**config.mk**
```make
export PLATFORM = sky130hd
export DESIGN_NAME = rbic_ctrl
export DESIGN_NICKNAME = d
export VERILOG_FILES = /design/src/shared/rbic_pkg.sv /design/src/shared/rbic_reg_if.sv /design/src/rtl/rbic_irq_cond.sv /design/src/rtl/rbic_axil_slave.sv /design/src/rtl/rbic_ctrl.sv
export SDC_FILE = /design/constraint.sdc
export NUM_CORES = 1
export LEC_CHECK = 0
export BUFFER_PORTS_ARGS = -buffer_cell sky130_fd_sc_hd__buf_2
export CORE_ASPECT_RATIO = 0.5
export CORE_MARGIN = 3
export CORE_UTILIZATION = 39
export CTS_CLUSTER_SIZE = 10
export DETAILED_ROUTE_END_ITERATION = 10
export HOLD_SLACK_MARGIN = 0.15
export PLACE_DENSITY = 0.66
export SLEW_MARGIN = 0
export SYNTH_ARGS = -nofsm -noshare
export SYNTH_HDL_FRONTEND = slang
export SYNTH_SLANG_ARGS = --single-unit
```
**constraint.sdc**
```tcl
create_clock -name CLOCK -period 6.7 [get_ports CLOCK]
set_clock_uncertainty 0.15 [all_clocks]
set_input_delay 0.67 -clock CLOCK [delete_from_list [all_inputs] [get_ports CLOCK]]
set_output_delay 0.67 -clock CLOCK [all_outputs]
set_load 0.03 [all_outputs]
```
**src/shared/rbic_pkg.sv**
```systemverilog
// constants shared by the reset, boot-mode and interrupt pin control block
package rbic_pkg;
  // ----------------------------------------------------------------
  // bus geometry, register map, fields, sizes and reset values
  // ----------------------------------------------------------------
  localparam int          RBIC_AW         = 8;
  localparam int          RBIC_DW         = 32;
  localparam logic [1:0]  RBIC_RESP_OKAY  = 2'h0;
  localparam logic [1:0]  RBIC_RESP_SLVERR = 2'h2;
  localparam logic [7:0]  ADDR_PUDR       = 8'h00;
  localparam logic [7:0]  ADDR_PUR        = 8'h04;
  localparam logic [7:0]  ADDR_FSEL       = 8'h08;
  localparam logic [7:0]  ADDR_GDIR       = 8'h0c;
  localparam logic [7:0]  ADDR_GOUT       = 8'h10;
  localparam logic [7:0]  ADDR_GIN        = 8'h14;
  localparam logic [7:0]  ADDR_ICFG       = 8'h18;
  localparam logic [7:0]  ADDR_ISTAT      = 8'h1c;
  localparam logic [7:0]  ADDR_OMR        = 8'h20;
  localparam int          PUD_RESET_BIT   = 0;
  localparam int          PUD_IRQ_BIT     = 1;
  localparam int          PUD_BOOT_STRAP_PULLUP_DISABLE_BIT   = 2;
  localparam int          PUD_EMI_BIT     = 3;
  localparam int          ISTAT_LVL_POS   = 2;
  localparam int          OMR_MA_BIT      = 0;
  localparam int          OMR_MB_BIT      = 1;
  localparam int          OMR_A20_BIT     = 2;
  localparam int          OMR_RDY_BIT     = 3;
  localparam int          NUM_TPINS       = 4;
  localparam int          NUM_IRQ         = 2;
  localparam int          RESET_RELEASE_CYCLES = 32;
  localparam logic [3:0]  PUDR_RST        = 4'h0;
  localparam logic [3:0]  PUR_RST         = 4'hf;
  localparam logic [3:0]  FSEL_RST        = 4'h0;
  localparam logic [3:0]  GDIR_RST        = 4'h0;
  localparam logic [3:0]  GOUT_RST        = 4'h0;
  localparam logic [1:0]  ICFG_RST        = 2'h0;
endpackage : rbic_pkg

```
**src/shared/rbic_reg_if.sv**
```systemverilog
// register access carrier between the bus slave and the register file
`timescale 1ns/1ps
interface rbic_reg_if;
  import rbic_pkg::*;
  logic                wr_en;
  logic [RBIC_AW-1:0]  wr_addr;
  logic [RBIC_DW-1:0]  wr_data;
  logic [3:0]          wr_strb;
  logic                wr_err;
  logic                rd_en;
  logic [RBIC_AW-1:0]  rd_addr;
  logic [RBIC_DW-1:0]  rd_data;
  logic                rd_err;
  modport bus_side (output wr_en, wr_addr, wr_data, wr_strb, rd_en, rd_addr,
                    input  wr_err, rd_data, rd_err);
  modport reg_side (input  wr_en, wr_addr, wr_data, wr_strb, rd_en, rd_addr,
                    output wr_err, rd_data, rd_err);
endinterface : rbic_reg_if

```
**src/rtl/rbic_irq_cond.sv**
```systemverilog
// one external interrupt request channel: synchroniser, edge or level sensing
`timescale 1ns/1ps
module rbic_irq_cond
  import rbic_pkg::*;
(
  input  wire logic clk,
  input  wire logic rst,
  input  wire logic req_n,
  input  wire logic edge_mode,
  input  wire logic clr,
  output logic      req,
  output logic      level
);
  typedef struct packed {
    logic s1;
    logic s2;
    logic prev;
    logic pend;
    logic req;
  } rbic_irq_st_t;
  rbic_irq_st_t st_r, st_nxt;
  logic         fall;
  always_comb begin
    st_nxt      = st_r;
    st_nxt.s1   = req_n;
    st_nxt.s2   = st_r.s1;
    st_nxt.prev = st_r.s2;
    fall        = st_r.prev & ~st_r.s2;
    // a falling edge in the clear cycle is kept
    st_nxt.pend = (st_r.pend & ~clr) | fall;
    st_nxt.req  = edge_mode ? st_nxt.pend : ~st_r.s2;
  end
  always_ff @(posedge clk or posedge rst) begin
    if (rst) begin
      st_r <= '{s1: 1'b1, s2: 1'b1, prev: 1'b1, pend: 1'b0, req: 1'b0};
    end else begin
      st_r <= st_nxt;
    end
  end
  assign req   = st_r.req;
  assign level = ~st_r.s2;
endmodule : rbic_irq_cond

```
**src/rtl/rbic_axil_slave.sv**
```systemverilog
// axi4-lite slave front end, one write and one read in flight
`timescale 1ns/1ps
module rbic_axil_slave
  import rbic_pkg::*;
(
  input  wire logic               clk,
  input  wire logic               rst,
  input  wire logic [RBIC_AW-1:0] awaddr,
  input  wire logic               awvalid,
  output logic                    awready,
  input  wire logic [RBIC_DW-1:0] wdata,
  input  wire logic [3:0]         wstrb,
  input  wire logic               wvalid,
  output logic                    wready,
  output logic [1:0]              bresp,
  output logic                    bvalid,
  input  wire logic               bready,
  input  wire logic [RBIC_AW-1:0] araddr,
  input  wire logic               arvalid,
  output logic                    arready,
  output logic [RBIC_DW-1:0]      rdata,
  output logic [1:0]              rresp,
  output logic                    rvalid,
  input  wire logic               rready,
  rbic_reg_if.bus_side            rif
);
  typedef struct packed {
    logic               aw_full;
    logic [RBIC_AW-1:0] aw_addr;
    logic               w_full;
    logic [RBIC_DW-1:0] w_data;
    logic [3:0]         w_strb;
    logic               bvalid;
    logic [1:0]         bresp;
    logic               rvalid;
    logic [RBIC_DW-1:0] rdata;
    logic [1:0]         rresp;
  } rbic_axi_st_t;
  rbic_axi_st_t st_r, st_nxt;
  logic         do_wr;
  always_comb begin
    st_nxt = st_r;
    do_wr  = st_r.aw_full & st_r.w_full & ~st_r.bvalid;
    if (awvalid & ~st_r.aw_full) begin
      st_nxt.aw_full = 1'b1;
      st_nxt.aw_addr = awaddr;
    end
    if (wvalid & ~st_r.w_full) begin
      st_nxt.w_full = 1'b1;
      st_nxt.w_data = wdata;
      st_nxt.w_strb = wstrb;
    end
    if (do_wr) begin
      st_nxt.aw_full = 1'b0;
      st_nxt.w_full  = 1'b0;
      st_nxt.bvalid  = 1'b1;
      st_nxt.bresp   = rif.wr_err ? RBIC_RESP_SLVERR : RBIC_RESP_OKAY;
    end else if (st_r.bvalid & bready) begin
      st_nxt.bvalid = 1'b0;
    end
    if (arvalid & ~st_r.rvalid) begin
      st_nxt.rvalid = 1'b1;
      st_nxt.rdata  = rif.rd_data;
      st_nxt.rresp  = rif.rd_err ? RBIC_RESP_SLVERR : RBIC_RESP_OKAY;
    end else if (st_r.rvalid & rready) begin
      st_nxt.rvalid = 1'b0;
    end
  end
  always_ff @(posedge clk or posedge rst) begin
    if (rst) begin
      st_r <= '0;
    end else begin
      st_r <= st_nxt;
    end
  end
  assign awready     = ~st_r.aw_full;
  assign wready      = ~st_r.w_full;
  assign bvalid      = st_r.bvalid;
  assign bresp       = st_r.bresp;
  assign arready     = ~st_r.rvalid;
  assign rvalid      = st_r.rvalid;
  assign rdata       = st_r.rdata;
  assign rresp       = st_r.rresp;
  assign rif.wr_en   = do_wr;
  assign rif.wr_addr = st_r.aw_addr;
  assign rif.wr_data = st_r.w_data;
  assign rif.wr_strb = st_r.w_strb;
  assign rif.rd_en   = arvalid & ~st_r.rvalid;
  assign rif.rd_addr = araddr;
endmodule : rbic_axil_slave

```
**src/rtl/rbic_ctrl.sv**
```systemverilog
// reset sequencing, boot strap capture, interrupt pin and timer pin control
//
// Behaviour
// - timer d pins leave reset as timer pins; gpio per pin later
// - timer pin pull-up off while its port e pull-up bit is clear
// - in stop or wait irq pins are accepted without a clock
// - outside stop and wait irq pins are synchronised first
// - each irq is level sensitive or falling edge triggered
// - irq pin pull-ups off when their disable bit is set
// - reset pin low holds the device in reset
// - reset pin release latches the boot strap into the mode
// - internal reset drops synchronously a fixed count after release
// - power-on reset asserts internal reset without the reset pin
// - reset pin pull-up off when its disable bit is set
// - reset status output follows internal reset
// - external boot honoured only with unsecured flash
// - width strap high adds four address lines, twenty in all
// - width also depends on boot level and flash security
// - boot strap pull-up off when its disable bit is set
// - width strap pull-up off when its disable bit is set
// - secured flash with external boot request gives internal boot, mode zero
// - unsecured external boot takes width from strap; internal boot sixteen lines
//
// The AXI4-Lite slave port and the register addresses were chosen for this implementation.
`timescale 1ns/1ps
module rbic_ctrl
  import rbic_pkg::*;
#(
  parameter int RELEASE_CYCLES = RESET_RELEASE_CYCLES
) (
  input  wire logic                 CLOCK,
  input  wire logic                 RST,
  // axi4-lite register port
  input  wire logic [RBIC_AW-1:0]   S_AXI_AWADDR,
  input  wire logic [2:0]           S_AXI_AWPROT,
  input  wire logic                 S_AXI_AWVALID,
  output logic                      S_AXI_AWREADY,
  input  wire logic [RBIC_DW-1:0]   S_AXI_WDATA,
  input  wire logic [3:0]           S_AXI_WSTRB,
  input  wire logic                 S_AXI_WVALID,
  output logic                      S_AXI_WREADY,
  output logic [1:0]                S_AXI_BRESP,
  output logic                      S_AXI_BVALID,
  input  wire logic                 S_AXI_BREADY,
  input  wire logic [RBIC_AW-1:0]   S_AXI_ARADDR,
  input  wire logic [2:0]           S_AXI_ARPROT,
  input  wire logic                 S_AXI_ARVALID,
  output logic                      S_AXI_ARREADY,
  output logic [RBIC_DW-1:0]        S_AXI_RDATA,
  output logic [1:0]                S_AXI_RRESP,
  output logic                      S_AXI_RVALID,
  input  wire logic                 S_AXI_RREADY,
  // reset and boot straps
  input  wire logic                 EXT_RESET_PIN_N,
  input  wire logic                 EXTERNAL_BOOT_STRAP,
  input  wire logic                 EXT_MEM_ADDR_WIDTH_STRAP,
  input  wire logic                 FLASH_SECURED,
  output logic                      CHIP_RESET,
  output logic                      RESET_STATUS_OUT,
  output logic                      BOOT_MODE_BIT_A,
  output logic                      FLASH_SECURED_MODE_BIT,
  output logic                      EXTRA_ADDR_LINES_EN,
  // pull-up controls, high = pull-up on
  output logic                      RESET_PIN_PULLUP_EN,
  output logic                      IRQ_PINS_PULLUP_EN,
  output logic                      BOOT_STRAP_PULLUP_EN,
  output logic                      WIDTH_STRAP_PULLUP_EN,
  output logic [NUM_TPINS-1:0]      TIMER_PIN_PULLUP_EN,
  // external interrupt requests
  input  wire logic                 LOW_POWER_MODE,
  input  wire logic                 EXT_INTERRUPT_REQ_A_N,
  input  wire logic                 EXT_INTERRUPT_REQ_B_N,
  output logic                      WAKE_REQUEST,
  output logic                      IRQ_SERVICE_A,
  output logic                      IRQ_SERVICE_B,
  // timer d channel pins, shared with port e gpio
  input  wire logic [NUM_TPINS-1:0] TIMER_D_CHANNEL_PIN_I,
  output logic [NUM_TPINS-1:0]      TIMER_D_CHANNEL_PIN_O,
  output logic [NUM_TPINS-1:0]      TIMER_D_CHANNEL_PIN_OE,
  input  wire logic [NUM_TPINS-1:0] TIMER_OUT,
  input  wire logic [NUM_TPINS-1:0] TIMER_OUT_EN,
  output logic [NUM_TPINS-1:0]      TIMER_IN
);
  // ----------------------------------------------------------------
  // state
  // ----------------------------------------------------------------
  localparam int CW = $clog2(RELEASE_CYCLES + 1);
  localparam logic [CW-1:0] CNT_LAST = CW'(RELEASE_CYCLES - 1);

  typedef struct packed {
    logic [CW-1:0]        cnt;
    logic                 chip_rst;
    logic                 captured;
    logic                 ma;
    logic                 mb;
    logic                 a20;
    logic [3:0]           pudr;
    logic [NUM_TPINS-1:0] pur;
    logic [NUM_TPINS-1:0] fsel;
    logic [NUM_TPINS-1:0] gdir;
    logic [NUM_TPINS-1:0] gout;
    logic [NUM_TPINS-1:0] gin;
    logic [NUM_IRQ-1:0]   icfg;
    logic [NUM_TPINS-1:0] pin_o;
    logic [NUM_TPINS-1:0] pin_oe;
    logic [NUM_TPINS-1:0] tin;
  } rbic_st_t;

  rbic_st_t st_r, st_nxt;

  rbic_reg_if          rif ();
  logic                pin_low;
  logic [NUM_IRQ-1:0]  irq_n;
  logic [NUM_IRQ-1:0]  irq_req;
  logic [NUM_IRQ-1:0]  irq_lvl;
  logic [NUM_IRQ-1:0]  irq_clr;
  logic                wr_lo;

  function automatic logic addr_known(input logic [RBIC_AW-1:0] a);
    case (a)
      ADDR_PUDR, ADDR_PUR, ADDR_FSEL, ADDR_GDIR, ADDR_GOUT,
      ADDR_GIN, ADDR_ICFG, ADDR_ISTAT, ADDR_OMR: addr_known = 1'b1;
      default:                                   addr_known = 1'b0;
    endcase
  endfunction : addr_known

  // ----------------------------------------------------------------
  // bus slave
  // ----------------------------------------------------------------
  rbic_axil_slave u_bus (
    .clk     (CLOCK),
    .rst     (RST),
    .awaddr  (S_AXI_AWADDR),
    .awvalid (S_AXI_AWVALID),
    .awready (S_AXI_AWREADY),
    .wdata   (S_AXI_WDATA),
    .wstrb   (S_AXI_WSTRB),
    .wvalid  (S_AXI_WVALID),
    .wready  (S_AXI_WREADY),
    .bresp   (S_AXI_BRESP),
    .bvalid  (S_AXI_BVALID),
    .bready  (S_AXI_BREADY),
    .araddr  (S_AXI_ARADDR),
    .arvalid (S_AXI_ARVALID),
    .arready (S_AXI_ARREADY),
    .rdata   (S_AXI_RDATA),
    .rresp   (S_AXI_RRESP),
    .rvalid  (S_AXI_RVALID),
    .rready  (S_AXI_RREADY),
    .rif     (rif.bus_side)
  );

  // ----------------------------------------------------------------
  // interrupt request channels
  // ----------------------------------------------------------------
  assign irq_n   = {EXT_INTERRUPT_REQ_B_N, EXT_INTERRUPT_REQ_A_N};
  // pending bits: write one to clear, also cleared while the reset pin is low
  assign wr_lo   = rif.wr_en & rif.wr_strb[0];
  assign irq_clr = (wr_lo && rif.wr_addr == ADDR_ISTAT) ? rif.wr_data[NUM_IRQ-1:0] : '0;

  for (genvar i = 0; i < NUM_IRQ; i++) begin : g_irq
    rbic_irq_cond u_irq (
      .clk       (CLOCK),
      .rst       (RST),
      .req_n     (irq_n[i]),
      .edge_mode (st_r.icfg[i]),
      .clr       (irq_clr[i] | pin_low),
      .req       (irq_req[i]),
      .level     (irq_lvl[i])
    );
  end

  // gated clocks may be stopped here, so wake is a pure combinational path
  assign WAKE_REQUEST  = LOW_POWER_MODE & ~(&irq_n);
  assign IRQ_SERVICE_A = irq_req[0];
  assign IRQ_SERVICE_B = irq_req[1];

  // ----------------------------------------------------------------
  // reset sequencing, strap capture, registers
  // ----------------------------------------------------------------
  assign pin_low = ~EXT_RESET_PIN_N;

  always_comb begin
    st_nxt = st_r;
    // reset release counter
    if (pin_low) begin
      st_nxt.chip_rst = 1'b1;
      st_nxt.cnt      = '0;
      st_nxt.captured = 1'b0;
    end else if (st_r.chip_rst) begin
      if (!st_r.captured) begin
        st_nxt.captured = 1'b1;
        st_nxt.mb       = ~FLASH_SECURED;
        // secured flash forces both mode bits low
        st_nxt.ma       = EXTERNAL_BOOT_STRAP & ~FLASH_SECURED;
        // internal boot keeps sixteen lines
        st_nxt.a20      = EXTERNAL_BOOT_STRAP & ~FLASH_SECURED
                          & EXT_MEM_ADDR_WIDTH_STRAP;
      end
      if (st_r.cnt == CNT_LAST) begin
        st_nxt.chip_rst = 1'b0;
      end else begin
        st_nxt.cnt = st_r.cnt + CW'(1);
      end
    end

    // software registers
    if (pin_low) begin
      st_nxt.pudr = PUDR_RST;
      st_nxt.pur  = PUR_RST;
      st_nxt.fsel = FSEL_RST;
      st_nxt.gdir = GDIR_RST;
      st_nxt.gout = GOUT_RST;
      st_nxt.icfg = ICFG_RST;
    end else if (wr_lo) begin
      case (rif.wr_addr)
        ADDR_PUDR: st_nxt.pudr = rif.wr_data[3:0];
        ADDR_PUR:  st_nxt.pur  = rif.wr_data[NUM_TPINS-1:0];
        ADDR_FSEL: st_nxt.fsel = rif.wr_data[NUM_TPINS-1:0];
        ADDR_GDIR: st_nxt.gdir = rif.wr_data[NUM_TPINS-1:0];
        ADDR_GOUT: st_nxt.gout = rif.wr_data[NUM_TPINS-1:0];
        ADDR_ICFG: st_nxt.icfg = rif.wr_data[NUM_IRQ-1:0];
        ADDR_OMR: begin
          // boot mode bit a only moves the map when the flash was open at reset
          if (st_r.mb && !st_r.chip_rst) begin
            st_nxt.ma = rif.wr_data[OMR_MA_BIT];
          end
        end
        default: st_nxt.pudr = st_r.pudr;
      endcase
    end

    // pin mux: pins are left undriven from the cycle after internal reset rises to the cycle after it drops, whichever function its select bit picks
    st_nxt.gin = TIMER_D_CHANNEL_PIN_I;
    st_nxt.tin = TIMER_D_CHANNEL_PIN_I;
    for (int k = 0; k < NUM_TPINS; k++) begin
      if (st_r.fsel[k]) begin
        st_nxt.pin_o[k]  = st_r.gout[k];
        st_nxt.pin_oe[k] = st_r.gdir[k] & ~st_r.chip_rst;
      end else begin
        st_nxt.pin_o[k]  = TIMER_OUT[k];
        st_nxt.pin_oe[k] = TIMER_OUT_EN[k] & ~st_r.chip_rst;
      end
    end
  end

  always_ff @(posedge CLOCK or posedge RST) begin
    if (RST) begin
      // power-on reset starts the release count from zero
      st_r          <= '0;
      st_r.chip_rst <= 1'b1;
      st_r.pur      <= PUR_RST;
      st_r.fsel     <= FSEL_RST;
    end else begin
      st_r <= st_nxt;
    end
  end

  // ----------------------------------------------------------------
  // register read and error decode
  // ----------------------------------------------------------------
  assign rif.wr_err = ~addr_known(rif.wr_addr);

  always_comb begin
    rif.rd_data = '0;
    rif.rd_err  = rif.rd_en & ~addr_known(rif.rd_addr);
    case (rif.rd_addr)
      ADDR_PUDR:  rif.rd_data[3:0]           = st_r.pudr;
      ADDR_PUR:   rif.rd_data[NUM_TPINS-1:0] = st_r.pur;
      ADDR_FSEL:  rif.rd_data[NUM_TPINS-1:0] = st_r.fsel;
      ADDR_GDIR:  rif.rd_data[NUM_TPINS-1:0] = st_r.gdir;
      ADDR_GOUT:  rif.rd_data[NUM_TPINS-1:0] = st_r.gout;
      ADDR_GIN:   rif.rd_data[NUM_TPINS-1:0] = st_r.gin;
      ADDR_ICFG:  rif.rd_data[NUM_IRQ-1:0]   = st_r.icfg;
      ADDR_ISTAT: begin
        rif.rd_data[NUM_IRQ-1:0]                         = irq_req & st_r.icfg;
        rif.rd_data[ISTAT_LVL_POS +: NUM_IRQ]            = irq_lvl;
      end
      ADDR_OMR: begin
        rif.rd_data[OMR_MA_BIT]  = st_r.ma;
        rif.rd_data[OMR_MB_BIT]  = st_r.mb;
        rif.rd_data[OMR_A20_BIT] = st_r.a20;
        rif.rd_data[OMR_RDY_BIT] = ~st_r.chip_rst;
      end
      default: rif.rd_data = '0;
    endcase
  end

  // ----------------------------------------------------------------
  // outputs
  // ----------------------------------------------------------------
  assign CHIP_RESET             = st_r.chip_rst;
  assign RESET_STATUS_OUT       = st_r.chip_rst;
  assign BOOT_MODE_BIT_A        = st_r.ma;
  assign FLASH_SECURED_MODE_BIT = st_r.mb;
  assign EXTRA_ADDR_LINES_EN    = st_r.a20;
  assign RESET_PIN_PULLUP_EN    = ~st_r.pudr[PUD_RESET_BIT];
  assign IRQ_PINS_PULLUP_EN     = ~st_r.pudr[PUD_IRQ_BIT];
  assign BOOT_STRAP_PULLUP_EN   = ~st_r.pudr[PUD_BOOT_STRAP_PULLUP_DISABLE_BIT];
  assign WIDTH_STRAP_PULLUP_EN  = ~st_r.pudr[PUD_EMI_BIT];
  assign TIMER_PIN_PULLUP_EN    = st_r.pur;
  assign TIMER_D_CHANNEL_PIN_O  = st_r.pin_o;
  assign TIMER_D_CHANNEL_PIN_OE = st_r.pin_oe;
  assign TIMER_IN               = st_r.tin;

endmodule : rbic_ctrl

```
### Word level (Yosys, flattened, before mapping)

Index checks and enable logic that the tools add are counted.

* muxes and demuxes: 45
* multipliers: 0
* reduce and logical (&&, ||, !) cells: 20
* bitwise operators: 47
* magnitude comparators: 0
* eq/ne operators: 26
* divide/modulo/power cells: 0
* shifts and indexed selects: 0
* add/subtract/negate cells: 1

Operators by type and width (count)
* $eq 8x5->1 const B: 8
* $mux 20: 2
* $mux 37: 1
* $eq 8x4->1 const B: 4
* $and 1x1->1: 24
* $mux 1: 23
* $mux 4: 5
* $not 1->1: 18
* $pmux 2 s9: 1
* $reduce_or 9->1: 2
* $eq 8x3->1 const B: 2
* $eq 8x6->1 const B: 2
* $logic_not 8->1: 2
* $ne 2x1->1 const B: 8
* $pmux 2 s8: 1
* $reduce_and 2->1: 8
* $mux 2: 6
* $mux 11: 1
* $mux 9: 1
* $mux 8: 1
* $reduce_bool 2->1: 4
* $add 6x1->6 const B: 1
* $eq 6x5->1 const B: 1
* $mux 3: 2
* other kinds (7): 11

* memories kept: 0
* flip-flop bits (word level): 111
* latch bits: 0
* memory bits (writable): 0
* memory bits (read-only): 0
* input bits: 84

### Depth between registers and ports, before layout

* depth in word-level cells: 10
* mapped depth: 7
* mapped depth without buffers: 6

### Hierarchy

Synthesis repeated with hierarchy kept, for this count alone.

* cell total of the unflattened synthesis: 542
* area total of the unflattened synthesis: 6849.1 um^2

By module, submodules not included
* rbic_axil_slave: area an instance 4012.6 um^2, cells each 272, times used 1
* rbic_ctrl: area an instance 2503.7 um^2, cells each 248, times used 1
* rbic_irq_cond: area an instance 166.4 um^2, cells each 11, times used 2

### Worst setup path before layout

OpenSTA, ideal clock, no wires.

* kind: input port to output port
* start point: in LOW_POWER_MODE
* end point: out WAKE_REQUEST
* cell stages on the path: 1
* setup slack: 4.491 ns
* arrival: 1.389 ns
* required time: 5.880 ns
* path through: a21boi_0

* cells in the longest elaborated chain, start to end: 1

RTL lines
* start, declared: RTL line rbic_ctrl.sv:70 `input wire logic LOW_POWER_MODE,`
* $and 1x1->1: RTL line rbic_ctrl.sv:174 `assign WAKE_REQUEST = LOW_POWER_MODE & ~(&irq_n);`
* end, declared: RTL line rbic_ctrl.sv:73 `output logic WAKE_REQUEST,`

No other way between the ends.

### Final worst setup path

* start point: reg st_r (netlist bit CHIP_RESET)
* end point: out RESET_STATUS_OUT

RTL lines
* start, declared: RTL line rbic_ctrl.sv:109 `rbic_st_t st_r, st_nxt;`
* start signal, assigned: RTL line rbic_ctrl.sv:255 `st_r <= st_nxt;`
* end, declared: RTL line rbic_ctrl.sv:59 `output logic RESET_STATUS_OUT,`

No word-level cell between the ends.

==> run metrics <==
crit path kind reg -> out; htree depth 3; HPWL Detailed 5927 µm; Total GRT Usage 0.1473; clock power share 0.332; area of the multi-input gates 0.001603 mm²; net switching power 0.4010 mW; CTS Buf Count 9; VDD IR max 0.1500 mV; number of flops mapped to enable cells by yosys 0; core area 0.009697 mm²; Yosys cell types 49; area leader, netlist dfrtp_1; Die W 148.8 µm; clock latency on the worst-skew pair 0.33 ns; worst min path class reg -> reg; slowest CP cell dfstp_2; CP delay by family, top flip-flops; Internal 0.9042 mW; hold_sp g_irq[0].u_irq.st_nxt[3]$_DFF_PP1_; Buf/Inv on CP 1; Final ANT Viol Nets 0; Slew @ Worst Pin 0.9749 ns; drt pass-1 iters 4; Worst Path Arrival 1.32 ns; Design Power 1.305 mW; register area share after synthesis 0.4942; Combinational Power Share 0.193; Fillers 914; mapped cell area 0.003978 mm²; Syn Inst Count 368; ys flop type dfrtp_1; Ports 153; cells along the critical path buf_2; register area 0.001966 mm²; Power Dens Cells 290.5 mW/mm²; CTS tree built; Worst Hold Depth 0; vias in the first global route 2580; Port-buffer cells 85; Setup crit end kind output pin; final net count 512; Final Worst Setup Slack 4.558 ns; Die H 77.41 µm; Seq cells post-synth 78; most frequent cell after synthesis dfrtp_1; Rel. slew slack 0.3501; post-CTS sizing 0; Max stage delay on crit path 0.73 ns; Hold EP g_irq[0].u_irq.st_nxt[2]$_DFF_PP1_; Die ar. 0.01152 mm²; final setup violation count 0; WL/cell 14.45 µm; Final Cycle Share 0.3197; leakage power 2.171 nW; diode count 0; FF-to-FF Start u_bus.bvalid$_DFFE_PP0P_; register share of total power 0.474; Fin. Hold Viols 0; required time worst endpoint 5.88 ns; Finished Cell Area 0.004493 mm²; setup bufs post-CTS 0; Worst Reg-to-Reg Cells 5; area grow syn2layout 12.96%; largest net degree at the start of global routing 79; asr flop ratio synth 1.000; yosys warns 0; Reg-to-Reg End st_r[21]$_DFFE_PP0P_; Core Rows 25; clk root buf clkbuf_16; Final Critical Period 2.142 ns; Post-synth top cells dfrtp_1 (67), buf_4 (54), mux2i_1 (30); setup TNS 0 ns; clock-pin slew on the worst setup and hold paths 0.05 ns; first-pass GRT wire length 13400 µm; Placer Congestion 0.8148; fmax 466.9 MHz; Max-Cap Viols 0; cts hold-fix bufs 0; crit-path max FO 14; Synth area leaders dfrtp_1 (42%), buf_4 (10%), mux2i_1 (7.5%); placed instance area 0.004230 mm²; starting density of the core 0.4102; pre-CTS setup slack 4.442 ns; RSZ-0062 raised after global routing false; Clock Tree Buf Depth 2; clock sinks 78; outcome completed; post-route DRC violation count 0; Reg2Reg Setup Slack 4.63 ns; CP Launch Type flop; Synth Area per Inst 10.81 µm²; total wire length 8192 µm; via/cell ratio 4.702; share of the synthesized area in the top cell type 0.4215; layout cell share with drive strength beyond 1 0.3079; Overflow after GRT 0; initial antenna violation count 0; 1st-iter DRT viols 107; Sw Share 0.3072; routed via count 2666; Max Slew Vio Count 0
power by group through the flow:
stage	Combinational (mW)	Sequential [mW]	Clock [mW]
2_1_floorplan	0.225	0.605	0
3_3_place_gp	0.250	0.624	0
3_5_place_dp	0.254	0.629	0
4_1_cts	0.255	0.620	0.450
5_1_grt	0.276	0.632	0.468
6_report	0.252	0.619	0.434
state kept, by name (all words and copies together), names as in the netlist, 2 cells and up:
register / cells
TIMER_D_CHANNEL_PIN_O: 4
TIMER_D_CHANNEL_PIN_OE: 4
TIMER_IN: 4
TIMER_PIN_PULLUP_EN: 4
g_irq.u_irq.req: 2
g_irq.u_irq.st_nxt: 4
g_irq.u_irq.st_r: 4
st_r: 25
u_bus.rdata: 4
u_bus.rif.wr_addr: 8
u_bus.rif.wr_data: 4
u_bus.st_r: 2
per-layer routing:
| layer | share of wire | track usage |
|---|---|---|
| met5 | 0 | 0 |
| met4 | 0.014 | 0.04566 |
| met3 | 0.064 | 0.04434 |
| met2 | 0.46 | 0.2313 |
| met1 | 0.46 | 0.1975 |
cell families (layout without fill, tap and decap cells):
group / after synthesis / in the layout / synth area share
adder cells (fa/ha/maj): 1 / 1 / 0.003145
AO/OA/AOI/OAI: 47 / 47 / 0.07895
buffers and inverters: 83 / 118 / 0.1302
XOR/XNOR: 4 / 4 / 0.008807
multiplexers: 52 / 52 / 0.1406
AND/OR/NAND/NOR: 102 / 102 / 0.1431
other: 1 / 30 / 0.0009428
flip-flops: 78 / 78 / 0.4942
placed cells by master (no fill, tap or decap), types with 4 or more instances in the layout:
cell,n
a21oi_1,7
and2_1,4
buf_2,85
clkbuf_1,5
clkbuf_16,9
conb_1,30
dfrtp_1,67
dfstp_2,11
inv_1,15
mux2_2,21
mux2i_1,30
nand2_1,28
nand3_1,7
nand4_1,6
nor2_1,14
nor2b_1,22
o21a_1,6
o21ai_0,13
xnor2_1,4
how the worst max path moves through the flow:
stage / startpoint / to / cells past startpoint
finish: CHIP_RESET$_DFF_PP1_ / RESET_STATUS_OUT / 1
global route: u_bus.bvalid$_DFFE_PP0P_ / st_r[21]$_DFFE_PP0P_ / 5
CTS: CHIP_RESET$_DFF_PP1_ / RESET_STATUS_OUT / 1
global placement: S_AXI_ARADDR[7] / u_bus.rdata[2]$_DFFE_PP0P_ / 6
floorplan: RST / BOOT_MODE_BIT_A$_DFF_PP0_ / 1
detailed placement: S_AXI_ARADDR[7] / u_bus.rdata[2]$_DFFE_PP0P_ / 6
layout make-up:
class / instances / area share
multi-input cells: 236 / 0.3567
inverters: 16 / 0.01337
clock buffers: 15 / 0.05737
clock inverters: 1 / 0.001114
repair buffers: 86 / 0.09635
flip-flops and latches: 78 / 0.4375
well taps: 135 / 0.03759
through the flow:
step / hold WS [ns] / util / instances
final: 0.2001 / 0.4634 / 567
after CTS: 0.2013 / 0.4634 / 567
after global placement: 0.1971 / 0.4363 / 551
after global routing: 0.2096 / 0.4634 / 567
after floorplan: 0.1952 / - / 397
after detailed placement: 0.1968 / 0.4363 / 551
No activity file was read; power rests on OpenSTA's default activity.
